[src/pkg/ams_pkg.sv]
// Package for the converter operating-mode sequencer
// Notes on behaviour
// - Reset mode is power-down until written
// - Idle holds filter, modulator reset; clocks run
// - Single mode: one conversion, update data
// - Single end: flags, back to idle 001
// - Continuous mode updates data at filter rate
// - Internal zero cal shorts enabled input
// - Internal full cal connects external reference
// - Mode change resets converter immediately
// - Same-value mode write also resets converter
// - Calibration write clears ready, starts calibration
// - Calibration end: cal regs, status, idle
// - Chop on: calibrate with largest filter word
// - Chop on: restore user filter word after
// - Chop off: calibrate with user filter word
// - Chop bit clear enables chop; default enabled
package ams_pkg;
  localparam logic [2:0] MODE_PDOWN = 3'h0;
  localparam logic [2:0] MODE_IDLE = 3'h1;
  localparam logic [2:0] MODE_SINGLE = 3'h2;
  localparam logic [2:0] MODE_CONT = 3'h3;
  localparam logic [2:0] MODE_IZS = 3'h4;
  localparam logic [2:0] MODE_IFS = 3'h5;
  localparam logic [2:0] MODE_SZS = 3'h6;
  localparam logic [2:0] MODE_SFS = 3'h7;
  // Register byte offsets
  localparam logic [7:0] OFF_MODE = 8'h00;
  localparam logic [7:0] OFF_CTRL = 8'h04;
  localparam logic [7:0] OFF_FILT = 8'h08;
  localparam logic [7:0] OFF_STAT = 8'h0c;
  localparam logic [7:0] OFF_DATA = 8'h10;
  localparam logic [7:0] OFF_ZCAL = 8'h14;
  localparam logic [7:0] OFF_FCAL = 8'h18;
  localparam logic [7:0] OFF_IRQST = 8'h1c;
  localparam logic [7:0] OFF_IRQEN = 8'h20;
  localparam logic [7:0] OFF_IRQCLR = 8'h24;
  // Mode register fields
  localparam int MODE_CHOP_BIT = 7;
  localparam int MODE_FLD_LSB = 0;
  localparam logic [7:0] MODE_RST = 8'h00;
  // Control register fields
  localparam int CTRL_SEL_LSB = 4;
  localparam logic [7:0] CTRL_RST = 8'h07;
  // Filter word
  localparam logic [7:0] FILT_RST = 8'h45;
  localparam logic [7:0] FILT_MAX = 8'hff;
  localparam logic [7:0] FILT_MIN = 8'h0d;
  // Status bits
  localparam int ST_RDY = 7;
  localparam int ST_CAL = 5;
  localparam int ST_ERR = 3;
  // Event bits
  localparam int EV_CONV = 0;
  localparam int EV_CAL = 1;
  localparam int EV_W = 2;
  // Conversion cycles per filter word unit
  localparam int CYC_PER_SF = 4;
endpackage
[src/hw/ams_mode_seq.sv]
// Operating-mode sequencer with APB register file
`timescale 1ns/1ns
module ams_mode_seq #(
  parameter int DW = 24,
  parameter int CW = 12
) (
  // Clock, reset, enable
  input wire logic pclk,
  input wire logic presetn,
  input wire logic ce,
  // APB slave
  input wire logic psel,
  input wire logic penable,
  input wire logic pwrite,
  input wire logic [7:0] paddr,
  input wire logic [31:0] pwdata,
  output logic [31:0] prdata,
  output logic pready,
  output logic pslverr,
  // Modulator side
  input wire logic [DW-1:0] sample_in,
  output logic conv_rst,
  output logic mod_clk_en,
  output logic short_en,
  output logic vref_en,
  output logic chop_en,
  output logic [3:0] input_pair_select,
  output logic [7:0] filter_rate_word,
  // Interrupt
  output logic irq
);
  typedef enum logic [1:0] {S_OFF, S_IDLE, S_RUN} ams_state_t;

  typedef struct packed {
    ams_state_t fsm;
    logic [7:0] mode;
    logic [7:0] ctrl;
    logic [7:0] filt;
    logic [7:0] stat;
    logic [DW-1:0] data;
    logic [DW-1:0] zcal;
    logic [DW-1:0] fcal;
    logic [ams_pkg::EV_W-1:0] ev;
    logic [ams_pkg::EV_W-1:0] ev_en;
    logic rst_p;
    logic [7:0] rdata;
  } ams_regs_t;

  ams_regs_t st_r, st_nxt;
  logic [DW-1:0] smp;
  logic rate_done;
  logic [2:0] md;
  logic chop_on;
  logic is_cal;
  logic [7:0] cal_sf;
  logic [CW-1:0] period;
  logic wr, rd;
  logic mode_wr;
  logic hit;

  ////////////////////////////////////////////////////////////////////////
  // Submodules

  ams_sample_sync #(.W(DW)) u_sync (
    .pclk(pclk),
    .presetn(presetn),
    .ce(ce),
    .d(sample_in),
    .q(smp)
  );

  ams_rate_ctr #(.CW(CW)) u_rate (
    .pclk(pclk),
    .presetn(presetn),
    .ce(ce),
    .clr(st_r.rst_p),
    .run(st_r.fsm == S_RUN),
    .period(period),
    .done(rate_done)
  );

  ////////////////////////////////////////////////////////////////////////
  // Decoding

  assign md = st_r.mode[ams_pkg::MODE_FLD_LSB +: 3];
  assign chop_on = !st_r.mode[ams_pkg::MODE_CHOP_BIT];
  assign is_cal = md[2];
  // Calibration filter word selection
  assign cal_sf = (is_cal && chop_on) ? ams_pkg::FILT_MAX
                                      : st_r.filt;
  assign period = CW'(cal_sf) * CW'(ams_pkg::CYC_PER_SF);

  assign wr = psel && penable && pwrite && ce;
  assign rd = psel && !penable && !pwrite;
  assign mode_wr = wr && (paddr == ams_pkg::OFF_MODE);

  always_comb begin
    hit = 1'b1;
    if (paddr == ams_pkg::OFF_MODE) begin
      hit = 1'b1;
    end else if (paddr == ams_pkg::OFF_CTRL) begin
      hit = 1'b1;
    end else if (paddr == ams_pkg::OFF_FILT) begin
      hit = 1'b1;
    end else if (paddr == ams_pkg::OFF_STAT) begin
      hit = 1'b1;
    end else if (paddr == ams_pkg::OFF_DATA) begin
      hit = 1'b1;
    end else if (paddr == ams_pkg::OFF_ZCAL) begin
      hit = 1'b1;
    end else if (paddr == ams_pkg::OFF_FCAL) begin
      hit = 1'b1;
    end else if (paddr == ams_pkg::OFF_IRQST) begin
      hit = 1'b1;
    end else if (paddr == ams_pkg::OFF_IRQEN) begin
      hit = 1'b1;
    end else if (paddr == ams_pkg::OFF_IRQCLR) begin
      hit = 1'b1;
    end else begin
      hit = 1'b0;
    end
  end

  ////////////////////////////////////////////////////////////////////////
  // Next state

  always_comb begin
    st_nxt = st_r;
    st_nxt.rst_p = 1'b0;

    // Read data captured in setup phase
    if (rd) begin
      if (paddr == ams_pkg::OFF_MODE) begin
        st_nxt.rdata = st_r.mode;
      end else if (paddr == ams_pkg::OFF_CTRL) begin
        st_nxt.rdata = st_r.ctrl;
      end else if (paddr == ams_pkg::OFF_FILT) begin
        st_nxt.rdata = st_r.filt;
      end else if (paddr == ams_pkg::OFF_STAT) begin
        st_nxt.rdata = st_r.stat;
      end else if (paddr == ams_pkg::OFF_IRQST) begin
        st_nxt.rdata = 8'(st_r.ev);
      end else if (paddr == ams_pkg::OFF_IRQEN) begin
        st_nxt.rdata = 8'(st_r.ev_en);
      end else begin
        st_nxt.rdata = 8'h00;
      end
    end

    // Conversion and calibration completion
    if (st_r.fsm == S_RUN && rate_done) begin
      case (md)
        ams_pkg::MODE_SINGLE: begin
          st_nxt.data = smp;
          st_nxt.stat[ams_pkg::ST_RDY] = 1'b1;
          st_nxt.mode[ams_pkg::MODE_FLD_LSB +: 3] = ams_pkg::MODE_IDLE;
          st_nxt.fsm = S_IDLE;
          st_nxt.ev[ams_pkg::EV_CONV] = 1'b1;
        end
        ams_pkg::MODE_CONT: begin
          st_nxt.data = smp;
          st_nxt.stat[ams_pkg::ST_RDY] = 1'b1;
          st_nxt.ev[ams_pkg::EV_CONV] = 1'b1;
        end
        ams_pkg::MODE_IZS, ams_pkg::MODE_SZS: begin
          st_nxt.zcal = smp;
          st_nxt.stat[ams_pkg::ST_RDY] = 1'b1;
          st_nxt.stat[ams_pkg::ST_CAL] = 1'b1;
          st_nxt.mode[ams_pkg::MODE_FLD_LSB +: 3] = ams_pkg::MODE_IDLE;
          st_nxt.fsm = S_IDLE;
          st_nxt.ev[ams_pkg::EV_CAL] = 1'b1;
        end
        ams_pkg::MODE_IFS, ams_pkg::MODE_SFS: begin
          st_nxt.fcal = smp;
          st_nxt.stat[ams_pkg::ST_RDY] = 1'b1;
          st_nxt.stat[ams_pkg::ST_CAL] = 1'b1;
          st_nxt.mode[ams_pkg::MODE_FLD_LSB +: 3] = ams_pkg::MODE_IDLE;
          st_nxt.fsm = S_IDLE;
          st_nxt.ev[ams_pkg::EV_CAL] = 1'b1;
        end
        default: begin
          st_nxt.fsm = S_IDLE;
        end
      endcase
    end

    // Register writes
    if (wr) begin
      if (paddr == ams_pkg::OFF_MODE) begin
        st_nxt.mode = pwdata[7:0];
        st_nxt.rst_p = 1'b1;
        case (pwdata[2:0])
          ams_pkg::MODE_PDOWN: st_nxt.fsm = S_OFF;
          ams_pkg::MODE_IDLE: st_nxt.fsm = S_IDLE;
          default: st_nxt.fsm = S_RUN;
        endcase
        if (pwdata[2]) begin
          st_nxt.stat[ams_pkg::ST_RDY] = 1'b0;
          st_nxt.stat[ams_pkg::ST_CAL] = 1'b0;
        end
      end else if (paddr == ams_pkg::OFF_CTRL) begin
        st_nxt.ctrl = pwdata[7:0];
      end else if (paddr == ams_pkg::OFF_FILT) begin
        if (pwdata[7:0] < ams_pkg::FILT_MIN) begin
          st_nxt.filt = ams_pkg::FILT_MIN;
        end else begin
          st_nxt.filt = pwdata[7:0];
        end
      end else if (paddr == ams_pkg::OFF_IRQEN) begin
        st_nxt.ev_en = pwdata[ams_pkg::EV_W-1:0];
      end else if (paddr == ams_pkg::OFF_IRQCLR) begin
        st_nxt.ev = st_nxt.ev & ~pwdata[ams_pkg::EV_W-1:0];
      end
    end

    // Set wins over clear
    if (st_r.fsm == S_RUN && rate_done && !mode_wr) begin
      if (md == ams_pkg::MODE_SINGLE || md == ams_pkg::MODE_CONT) begin
        st_nxt.ev[ams_pkg::EV_CONV] = 1'b1;
      end else if (is_cal) begin
        st_nxt.ev[ams_pkg::EV_CAL] = 1'b1;
      end
    end
  end

  ////////////////////////////////////////////////////////////////////////
  // State register

  always_ff @(posedge pclk or negedge presetn) begin
    if (!presetn) begin
      st_r <= '{fsm: S_OFF, mode: ams_pkg::MODE_RST,
                ctrl: ams_pkg::CTRL_RST, filt: ams_pkg::FILT_RST,
                stat: 8'h00, data: '0, zcal: '0, fcal: '0,
                ev: '0, ev_en: '0, rst_p: 1'b0,
                rdata: 8'h00};
    end else if (ce) begin
      st_r <= st_nxt;
    end
  end

  ////////////////////////////////////////////////////////////////////////
  // Outputs

  assign prdata = (st_r.rdata != 8'h00 || paddr != ams_pkg::OFF_DATA &&
                   paddr != ams_pkg::OFF_ZCAL &&
                   paddr != ams_pkg::OFF_FCAL) ? {24'h000000, st_r.rdata}
                : (paddr == ams_pkg::OFF_DATA) ? 32'(st_r.data)
                : (paddr == ams_pkg::OFF_ZCAL) ? 32'(st_r.zcal)
                : 32'(st_r.fcal);
  assign pready = 1'b1;
  assign pslverr = psel && penable && !hit;

  // Converter held in reset in idle, power-down and after mode write
  assign conv_rst = st_r.rst_p || st_r.fsm != S_RUN;
  assign mod_clk_en = st_r.fsm != S_OFF;
  assign short_en = st_r.fsm == S_RUN && md == ams_pkg::MODE_IZS;
  assign vref_en = st_r.fsm == S_RUN && md == ams_pkg::MODE_IFS;
  assign chop_en = chop_on;
  assign input_pair_select = st_r.ctrl[ams_pkg::CTRL_SEL_LSB +: 4];
  // Calibration word shown only while calibrating, then user word returns
  assign filter_rate_word = (st_r.fsm == S_RUN) ? cal_sf : st_r.filt;
  assign irq = |(st_r.ev & st_r.ev_en);
endmodule // ams_mode_seq

[src/hw/ams_rate_ctr.sv]
// Output-rate down counter for one conversion period
`timescale 1ns/1ns
module ams_rate_ctr #(
  parameter int CW = 12
) (
  // Clock and reset
  input wire logic pclk,
  input wire logic presetn,
  input wire logic ce,
  // Control
  input wire logic clr,
  input wire logic run,
  input wire logic [CW-1:0] period,
  // Result
  output logic done
);
  typedef struct packed {
    logic [CW-1:0] cnt;
  } ams_rc_t;
  ams_rc_t st_r, st_nxt;

  always_comb begin
    st_nxt = st_r;
    if (clr || !run) begin
      st_nxt.cnt = period;
    end else if (st_r.cnt == '0) begin
      st_nxt.cnt = period;
    end else begin
      st_nxt.cnt = st_r.cnt - 1'b1;
    end
  end

  assign done = run && !clr && (st_r.cnt == '0);

  always_ff @(posedge pclk or negedge presetn) begin
    if (!presetn) begin
      st_r <= '0;
    end else if (ce) begin
      st_r <= st_nxt;
    end
  end
endmodule // ams_rate_ctr

[src/hw/ams_sample_sync.sv]
// Two-stage synchroniser for the modulator result bus
`timescale 1ns/1ns
module ams_sample_sync #(
  parameter int W = 24
) (
  // Clock and reset
  input wire logic pclk,
  input wire logic presetn,
  input wire logic ce,
  // Data
  input wire logic [W-1:0] d,
  output logic [W-1:0] q
);
  typedef struct packed {
    logic [W-1:0] s1;
    logic [W-1:0] s2;
  } ams_ss_t;
  ams_ss_t st_r, st_nxt;

  always_comb begin
    st_nxt = st_r;
    st_nxt.s1 = d;
    st_nxt.s2 = st_r.s1;
  end

  assign q = st_r.s2;

  always_ff @(posedge pclk or negedge presetn) begin
    if (!presetn) begin
      st_r <= '0;
    end else if (ce) begin
      st_r <= st_nxt;
    end
  end
endmodule // ams_sample_sync

[config.mk]
export PLATFORM = sky130hd
export DESIGN_NAME = ams_mode_seq
export DESIGN_NICKNAME = d
export VERILOG_FILES = /design/src/pkg/ams_pkg.sv /design/src/hw/ams_mode_seq.sv /design/src/hw/ams_rate_ctr.sv /design/src/hw/ams_sample_sync.sv
export SDC_FILE = /design/constraint.sdc
export NUM_CORES = 1
export LEC_CHECK = 0
export BUFFER_PORTS_ARGS = -buffer_cell sky130_fd_sc_hd__buf_2
export CAP_MARGIN = 25
export CORE_MARGIN = 1
export CORE_UTILIZATION = 52
export DETAILED_ROUTE_END_ITERATION = 7
export PLACE_DENSITY = 0.75
export SYNTH_ARGS = -nofsm -noshare
export SYNTH_HDL_FRONTEND = slang
export SYNTH_SLANG_ARGS = --single-unit
[constraint.sdc]
create_clock -name pclk -period 5.1 [get_ports pclk]
set_input_delay 1.02 -clock pclk [delete_from_list [all_inputs] [get_ports pclk]]
set_output_delay 1.02 -clock pclk [all_outputs]
set_load 0.03 [all_outputs]
=== Word level (Yosys, flattened, before mapping) ===
Cells that the tools add are included.

* Flip-flop bits (word level): 173
* Word-level logic and storage cells: 151
* Input bits: 70
* Output and inout port bits: 52

* Muxes and demuxes: 59
* $lt $le $gt $ge: 1
* Eq/ne operators: 21
* Add/sub/neg operators: 1
* Bitwise logic cells: 6
* Reductions and logical operators: 47

{| class="wikitable"
|+ Operators with widths
! kind !! number
|-
| 8-bit 2-to-1 mux || 10
|-
| 24-bit 2-to-1 mux || 3
|-
| 8-bit by 5-bit equality test with 1-bit output, second input constant || 4
|-
| 27-bit 2-to-1 mux || 1
|-
| 1-bit 2-to-1 mux || 25
|-
| 12-bit 2-to-1 mux || 2
|-
| 8-bit by 5-bit != test with 1-bit output, second input constant || 3
|-
| 2-bit 2-to-1 mux || 9
|-
| 8-bit by 4-bit equality test with 1-bit output, second input constant || 2
|-
| 8-bit by 6-bit equality test with 1-bit output, second input constant || 2
|-
| 1-bit logical AND || 16
|-
| 16-bit 2-to-1 mux || 1
|-
| 3-bit equality test, second input constant || 4
|-
| 12-bit zero test || 1
|-
| 4-bit 2-to-1 mux || 3
|-
| 3-bit AND reduction || 4
|-
| 12-bit by 1-bit subtractor with 12-bit output, second input constant || 1
|-
| 10-bit 2-to-1 mux || 1
|-
| 8-bit by 3-bit equality test with 1-bit output, second input constant || 1
|-
| 8-bit zero test || 1
|-
| 8-bit by 4-bit less-than comparator with 1-bit output, second input constant || 1
|-
| 8-bit nonzero test || 1
|-
| 2-bit OR reduction || 4
|-
| 1-bit zero test || 7
|-
| other kinds (20) || 28
|}

=== Logic depth before layout (Yosys ltp) ===
Gate-level depths: netlist of the first run.

* Word-level depth: 15
* Gate-level depth with buffers: 8
* Gate-level depth less buffers: 6

=== Modules after synthesis ===
A second synthesis of the first run with hierarchy kept.

* Cell total of the unflattened synthesis: 731
* Area total of the unflattened synthesis: 8483.1 um2

{| class="wikitable"
|+ Modules (own cells, without submodules)
! module !! area each (um2) !! instances !! cells each !! sequential area each (um2)
|-
| ams_mode_seq || 5746.8 || 1 || 529 || 2835.2
|-
| ams_sample_sync || 1860.5 || 1 || 101 || 1201.2
|-
| ams_rate_ctr || 875.8 || 1 || 101 || 300.3
|}

=== Worst setup path after synthesis of the first run ===
OpenSTA, ideal clock, no wires.

* Kind: in2out
* Start point: input paddr[1]
* End point: output prdata[0]
* Stages on the path: 5
* Arrival: 3.373 ns
* Slack: 0.707 ns
* Path buffers: 1
* Required time: 4.080 ns
* Cell sequence: nor4_1 -> nor4b_1 -> buf_2 -> nor2_1 -> o41ai_1

* Word-level cells in the longest chain between the ends: 5
* Elaborated cells on any way between the ends: 11
* Those cells by class: eq/ne (5); mux (3); reduce/logical (3)

{| class="wikitable"
|+ Ends and longest elaborated chain
! what !! line !! source
|-
| start: declaration || ams_mode_seq.sv:15 || <nowiki>input wire logic [7:0] paddr,</nowiki>
|-
| 8-bit by 5-bit != test with 1-bit output (on tied branches) || ams_mode_seq.sv:244, ams_mode_seq.sv:245 ||
|-
| 1-bit logical AND || ams_mode_seq.sv:244 || <nowiki>assign prdata = (st_r.rdata != 8'h00 || paddr != ams_pkg::OFF_DATA &&</nowiki>
|-
| 1-bit logical AND || ams_mode_seq.sv:245 || <nowiki>paddr != ams_pkg::OFF_ZCAL &&</nowiki>
|-
| 1-bit logical OR || ams_mode_seq.sv:244 ||
|-
| 24-bit 2-to-1 mux (*) || ams_mode_seq.sv:246 || <nowiki>paddr != ams_pkg::OFF_FCAL) ? {24'h000000, st_r.rdata}</nowiki>
|-
| end: declaration || ams_mode_seq.sv:17 || <nowiki>output logic [31:0] prdata,</nowiki>
|}

Every way passes the cells marked *; elsewhere a longest branch is shown, timed or not.

=== Final worst setup path of the first run ===
* Start point: input paddr[1]
* End point: output prdata[7]

Same word-level chain as after synthesis.

==> results of run 1 <==
## cell type report
cell class / instances / area [µm²]
Fill cell: 1217 / 5940
Sequential cell: 173 / 4340
Multi-Input combinational cell: 448 / 3480
Timing Repair Buffer: 99 / 549
Clock buffer: 22 / 464
Tap cell: 211 / 264
Clock inverter: 9 / 138
Inverter: 23 / 86.3
Antenna cell: 1 / 2.50
## metal layers
layer	GRT usage	share of wire
met1	0.318	0.43
met2	0.406	0.50
met3	0.0620	0.058
met4	0.0847	0.018
met5	0	0
## worst max-delay path: stages
cell and delay, ns:
buf_2 0.12, nor4_1 0.63, nor4b_2 0.31, buf_4 0.24
nor2_1 0.06, o41ai_1 0.53, buf_2 0.29
## cells in the final DEF (no fill, tap or decap), drive strengths merged, types with 8 or more instances in the layout
master	instances
dfrtp	167
mux2	132
buf	99
nor2	49
nand2	37
inv	23
clkbuf	22
mux2i	21
o21ai	20
a211oi	18
nand3	16
o22ai	14
a21oi	14
nor3b	11
nor3	10
or2	10
nor4	10
conb	9
o41ai	8
nor2b	8
## power breakdown
part	switching, mW	total, mW	internal (mW)	leakage [nW]
Clock	0.519	1.31	0.795	0.279
Sequential	0.110	1.58	1.47	2.25
Combinational	0.228	0.403	0.176	2.06
Total	0.857	3.30	2.44	4.60
## final timing paths
| path | start | endpoint | slack [ns] | depth (start not counted) |
|---|---|---|---|---|
| setup reg to reg | u_rate.st_r[0] | st_r[36] | 1.42 | 7 |
| max in group asynchronous | presetn | st_r[92] | 3.51 | 3 |
| min in group pclk | st_r[114] | st_r[114] | 0.48 | 2 |
| setup / recovery | paddr[1] | prdata[7] | 0.87 | 7 |
| hold / removal | presetn | u_rate.st_r[7] | 0.37 | 1 |
| hold reg to reg | st_r[114] | st_r[114] | 0.48 | 2 |
## registers in the layout (all words and copies together) (netlist names)
register / cells
st_r: 106
is_cal: 1
u_sync.st_nxt: 24
md: 2
u_rate.st_r: 12
input_pair_select: 4
u_sync.q: 24
## stage by stage
step / instance area, µm² / utilization / total power, mW / std cells / setup slack, ns
2_1_floorplan: 8160 / - / 1.86 / 699 / 0.707
3_3_place_gp: 8690 / 0.569 / 1.97 / 953 / 0.916
3_5_place_dp: 8690 / 0.569 / 2.00 / 953 / 0.913
4_1_cts: 9290 / 0.609 / 3.31 / 984 / 0.873
5_1_grt: 9320 / 0.611 / 3.42 / 986 / 0.628
6_report: 9320 / 0.611 / 3.30 / 986 / 0.874
## kinds of logic after synthesis
logic type	Yosys count	synth area share
DFF	173	0.533
buffers and inverters	78	0.0429
and+or+nand+nor	181	0.119
other	2	0.000923
adders and majority gates	2	0.00308
muxes	155	0.214
AOI/OAI and AO/OA	101	0.0866
==> run metrics, run 1 <==
synthesis-to-finish area growth 14.6%; Avg WL per Cell approximately 19 µm; Die Span X roughly 130 µm; vias per cell 5.90; First-pass DRT Iterations 6; clk_lat worst skew about 0.42 ns; Clock Skews between 0.007 and 0.008 ns; CP required 4.08 ns; unrepaired setup endpoints after global routing false; Routability Congestion between 0.8 and 0.9; final cycle utilization of the critical path 0.829; grt ovf 0; Mapped Cells 692; Final ANT Viol Nets 0; Inserted Clock Buffers 17; most frequent cells after synthesis dfrtp_1, mux2_2, nor2_1, nand2_1, clkbuf_1; Post-CTS Setup Bufs 0; Final min period around 4.2 ns; via count slightly below 6000; Core Region 15300 µm²; Primary FF master, synth dfrtp_1; Slew HR 0.430; EDFF count, synth 0; Remaining DRCs 0; initial antenna violation count 1; Leak ~4.6 nW; count of cell types in the netlist 56; WP data arrival between 3 and 4 ns; clock buffer depth 2; crit path capture type output pin; post-synth top area cell dfrtp_1; asr flop ratio synth 1.00; Slew Limit Fails 0; Final setup viols 0; Post-Synthesis Cell Area between 8000 and 9000 µm²; die area 16100 µm²; IO Pins 122; most common cell in the synthesized netlist dfrtp_1; Die H around 130 µm; row count between 40 and 50; Post-Syn Area per Cell ~12 µm²; layout cells sized above 1 0.353; 1st-iter DRT viols approximately 450; worst-path maximum fanout 16; Yosys warning total 0; Resized cells post-CTS 0; first-pass GRT wire length just over 30000 µm; Area contributors post-synth dfrtp_1, mux2_2, mux2_1; max-cap viol count 0; root buffer cell clkbuf_16; Worst-Margin Slew approximately 0.85 ns; Worst-path clk slew 0.06 ns; endpoints failing hold 0; PD cells about 350 nW/µm²; total routed wirelength roughly 19000 µm; CTS sink count between 150 and 200; sequential-to-total area share from yosys stat 0.533; GRT Overall Usage 0.246; Yosys top cell area share 0.514; starting density of the core 0.533; FMAX approximately 240 MHz; hpwl dp ~12000 µm; CTS H-tree depth 4; Fin Hold WS 0.375 ns; final setup TNS 0 ns; critical path type in2out; VDD IR max roughly 0.41 mV; startpoint types primary input; HP Class in2async; fin nets between 800 and 900; CTS tree yes; #FFs+latches synth 173; CTS Hold Buffers Added 0; vias in the first global route approximately 5900; PortBufs 88; largest net degree at the start of global routing approximately 110; status finished clean
Note: power is estimated with default switching activity, not from simulation.
==> inputs of run 2 (changes only) <==
==> constraint.sdc (replaced) <==
create_clock -name pclk -period 4.45 [get_ports pclk]
set_input_delay 0.89 -clock pclk [delete_from_list [all_inputs] [get_ports pclk]]
set_output_delay 0.89 -clock pclk [all_outputs]
set_load 0.03 [all_outputs]
==> run 2 against run 1 <==
Effect of this change:
- via count decreased by 0.89%
- core utilization increased by 0.20 points
- register-to-register slack about the same
- die area unchanged
- global-route usage decreased by 0.90 points
- final cell count increased by 0.61%
- sequential power increased by 15%
- wire length decreased by 4.2%
- clock skew decreased by 0.00086 ns
- largest power group unchanged
- sequential share of layout area decreased by 0.16 points
- clock-buffer cell count decreased by 3
- first-iteration DRC count unchanged
==> run metrics, run 2 (synthesis results as in run 1) <==
status finished clean; unrepaired setup endpoints after global routing false; placed cells 960; final cycle utilization of the critical path 0.897; layout cells sized above 1 0.360; Worst-path clk slew roughly 0.060 ns; final non-filler cell total slightly below 1000; Final setup viols 0; FMAX 251 MHz; Resized cells post-CTS 0; worst-path maximum fanout 7; VDD IR max 0.324 mV; Die Span X approximately 130 µm; die area about 16000 µm²; P_int roughly 2.8 mW; Post-CTS Setup Bufs 0; CTS H-tree depth 4; PD cells about 400 nW/µm²; total routed wirelength about 18000 µm; row count 45; Die H between 100 and 150 µm; crit path capture type output pin; synthesis-to-finish area growth 15.0%; CP required about 3.6 ns; First-pass DRT Iterations 5; register with the most flip-flops st_r; overall power roughly 3.8 mW; hpwl dp between 10000 and 15000 µm; Remaining DRCs 0; clock buffer depth 2; IO Pins between 100 and 150; vias per cell about 5.8; net switching power between 1 and 1.5 mW; Core Region between 15000 and 20000 µm²; startpoint types primary input; Place WS approximately 0.44 ns; Inserted Clock Buffers 17; vias in the first global route between 5000 and 6000; 1st-iter DRT viols 453; via count between 5000 and 6000; most frequent cells in the layout dfrtp_1, mux2_2, buf_2, nor2_1, nand2_1; Final Util 0.613; Leak around 4.6 nW; Worst-Margin Slew around 0.83 ns; Avg WL per Cell around 18 µm; max-cap viol count 0; antenna cells 0; Sequential Power Share 0.478; Comb pwr share 0.121; root buffer cell clkbuf_16; starting density of the core 0.533; share of total power in the clock network 0.401; HP Class reg2reg; final setup TNS 0 ns; Clock Skews roughly 0.0065 ns; Slew Limit Fails 0; Final min period between 3 and 4 ns; most common cell after layout, fill and taps aside dfrtp_1; fin nets 840; grt ovf 0; Largest register FFs about 110; critical path type in2out; switching part of the total 0.265; WP data arrival 3.10 ns; CTS sink count 173; PortBufs between 80 and 90; Final ANT Viol Nets 0; FILL cells roughly 1200; Routability Congestion 0.871; Slew HR 0.446; largest net degree at the start of global routing between 90 and 100; final setup margin around 0.46 ns; first-pass GRT wire length between 20000 and 30000 µm; initial antenna violation count 0; endpoints failing hold 0; GRT Overall Usage 0.237; clk_lat worst skew roughly 0.43 ns; CTS tree yes; CTS Hold Buffers Added 0
-- run 2: changes by cell type in the layout (fill, tap and decap cells not counted), sizes merged --
cell	delta
clkbuf	-3
inv	+3
buf	+6
diode	-1
clkinv	+1
-- run 2: path summary, 6_finish.rpt --
kind / end / start / cells after the start / slack, ns
hold reg to reg: st_r[113] / st_r[113] / 2 / 0.48
max in group asynchronous: st_r[49] / presetn / 2 / 2.97
setup / recovery: prdata[5] / paddr[5] / 7 / 0.46
hold / removal: st_r[113] / st_r[113] / 2 / 0.48
min in group asynchronous: u_rate.st_r[4] / presetn / 1 / 0.49
setup reg to reg: st_r[68] / u_rate.st_r[0] / 6 / 1.43
-- run 2: through the flow --
| stage | instance area, µm² | hold slack [ns] |
|---|---|---|
| after floorplan | 8160 | 0.441 |
| after global placement | 8750 | 0.458 |
| after detailed placement | 8750 | 0.462 |
| after CTS | 9350 | 0.478 |
| after global routing | 9350 | 0.492 |
| final | 9350 | 0.476 |
-- run 2: layer usage --
layer	share of wire	track usage	wire length, µm	up-vias
li1	-	-	-	2635
met1	0.43	0.309	7850	2911
met2	0.49	0.388	8860	188
met3	0.059	0.0628	1070	31
met4	0.017	0.0756	309	0
met5	0	0	0	-
-- run 2: power groups by stage --
stage / logic [mW] / registers, mW / clock network, mW
4_1_cts: 0.456 / 1.80 / 1.54
5_1_grt: 0.500 / 1.82 / 1.60
6_report: 0.456 / 1.81 / 1.51
3_5_place_dp: 0.454 / 1.83 / 0
2_1_floorplan: 0.351 / 1.78 / 0
3_3_place_gp: 0.435 / 1.82 / 0
-- run 2: worst max-delay path, cell delays in order --
cell and delay [ns]:
buf_2 0.14, nor3_1 0.44, and3_1 0.24, nand4_1 0.33, buf_4 0.31, o41ai_1 0.46, buf_2 0.28
-- run 2: cell type report --
| type | instances | area [µm²] | area share |
|---|---|---|---|
| Clock inverter | 13 | 165 | 0.0177 |
| Inverter | 23 | 86.3 | 0.00923 |
| Tap cell | 211 | 264 | 0.0282 |
| Clock buffer | 19 | 433 | 0.0463 |
| Sequential cell | 173 | 4340 | 0.464 |
| Timing Repair Buffer | 105 | 587 | 0.0628 |
| Multi-Input combinational cell | 448 | 3480 | 0.372 |
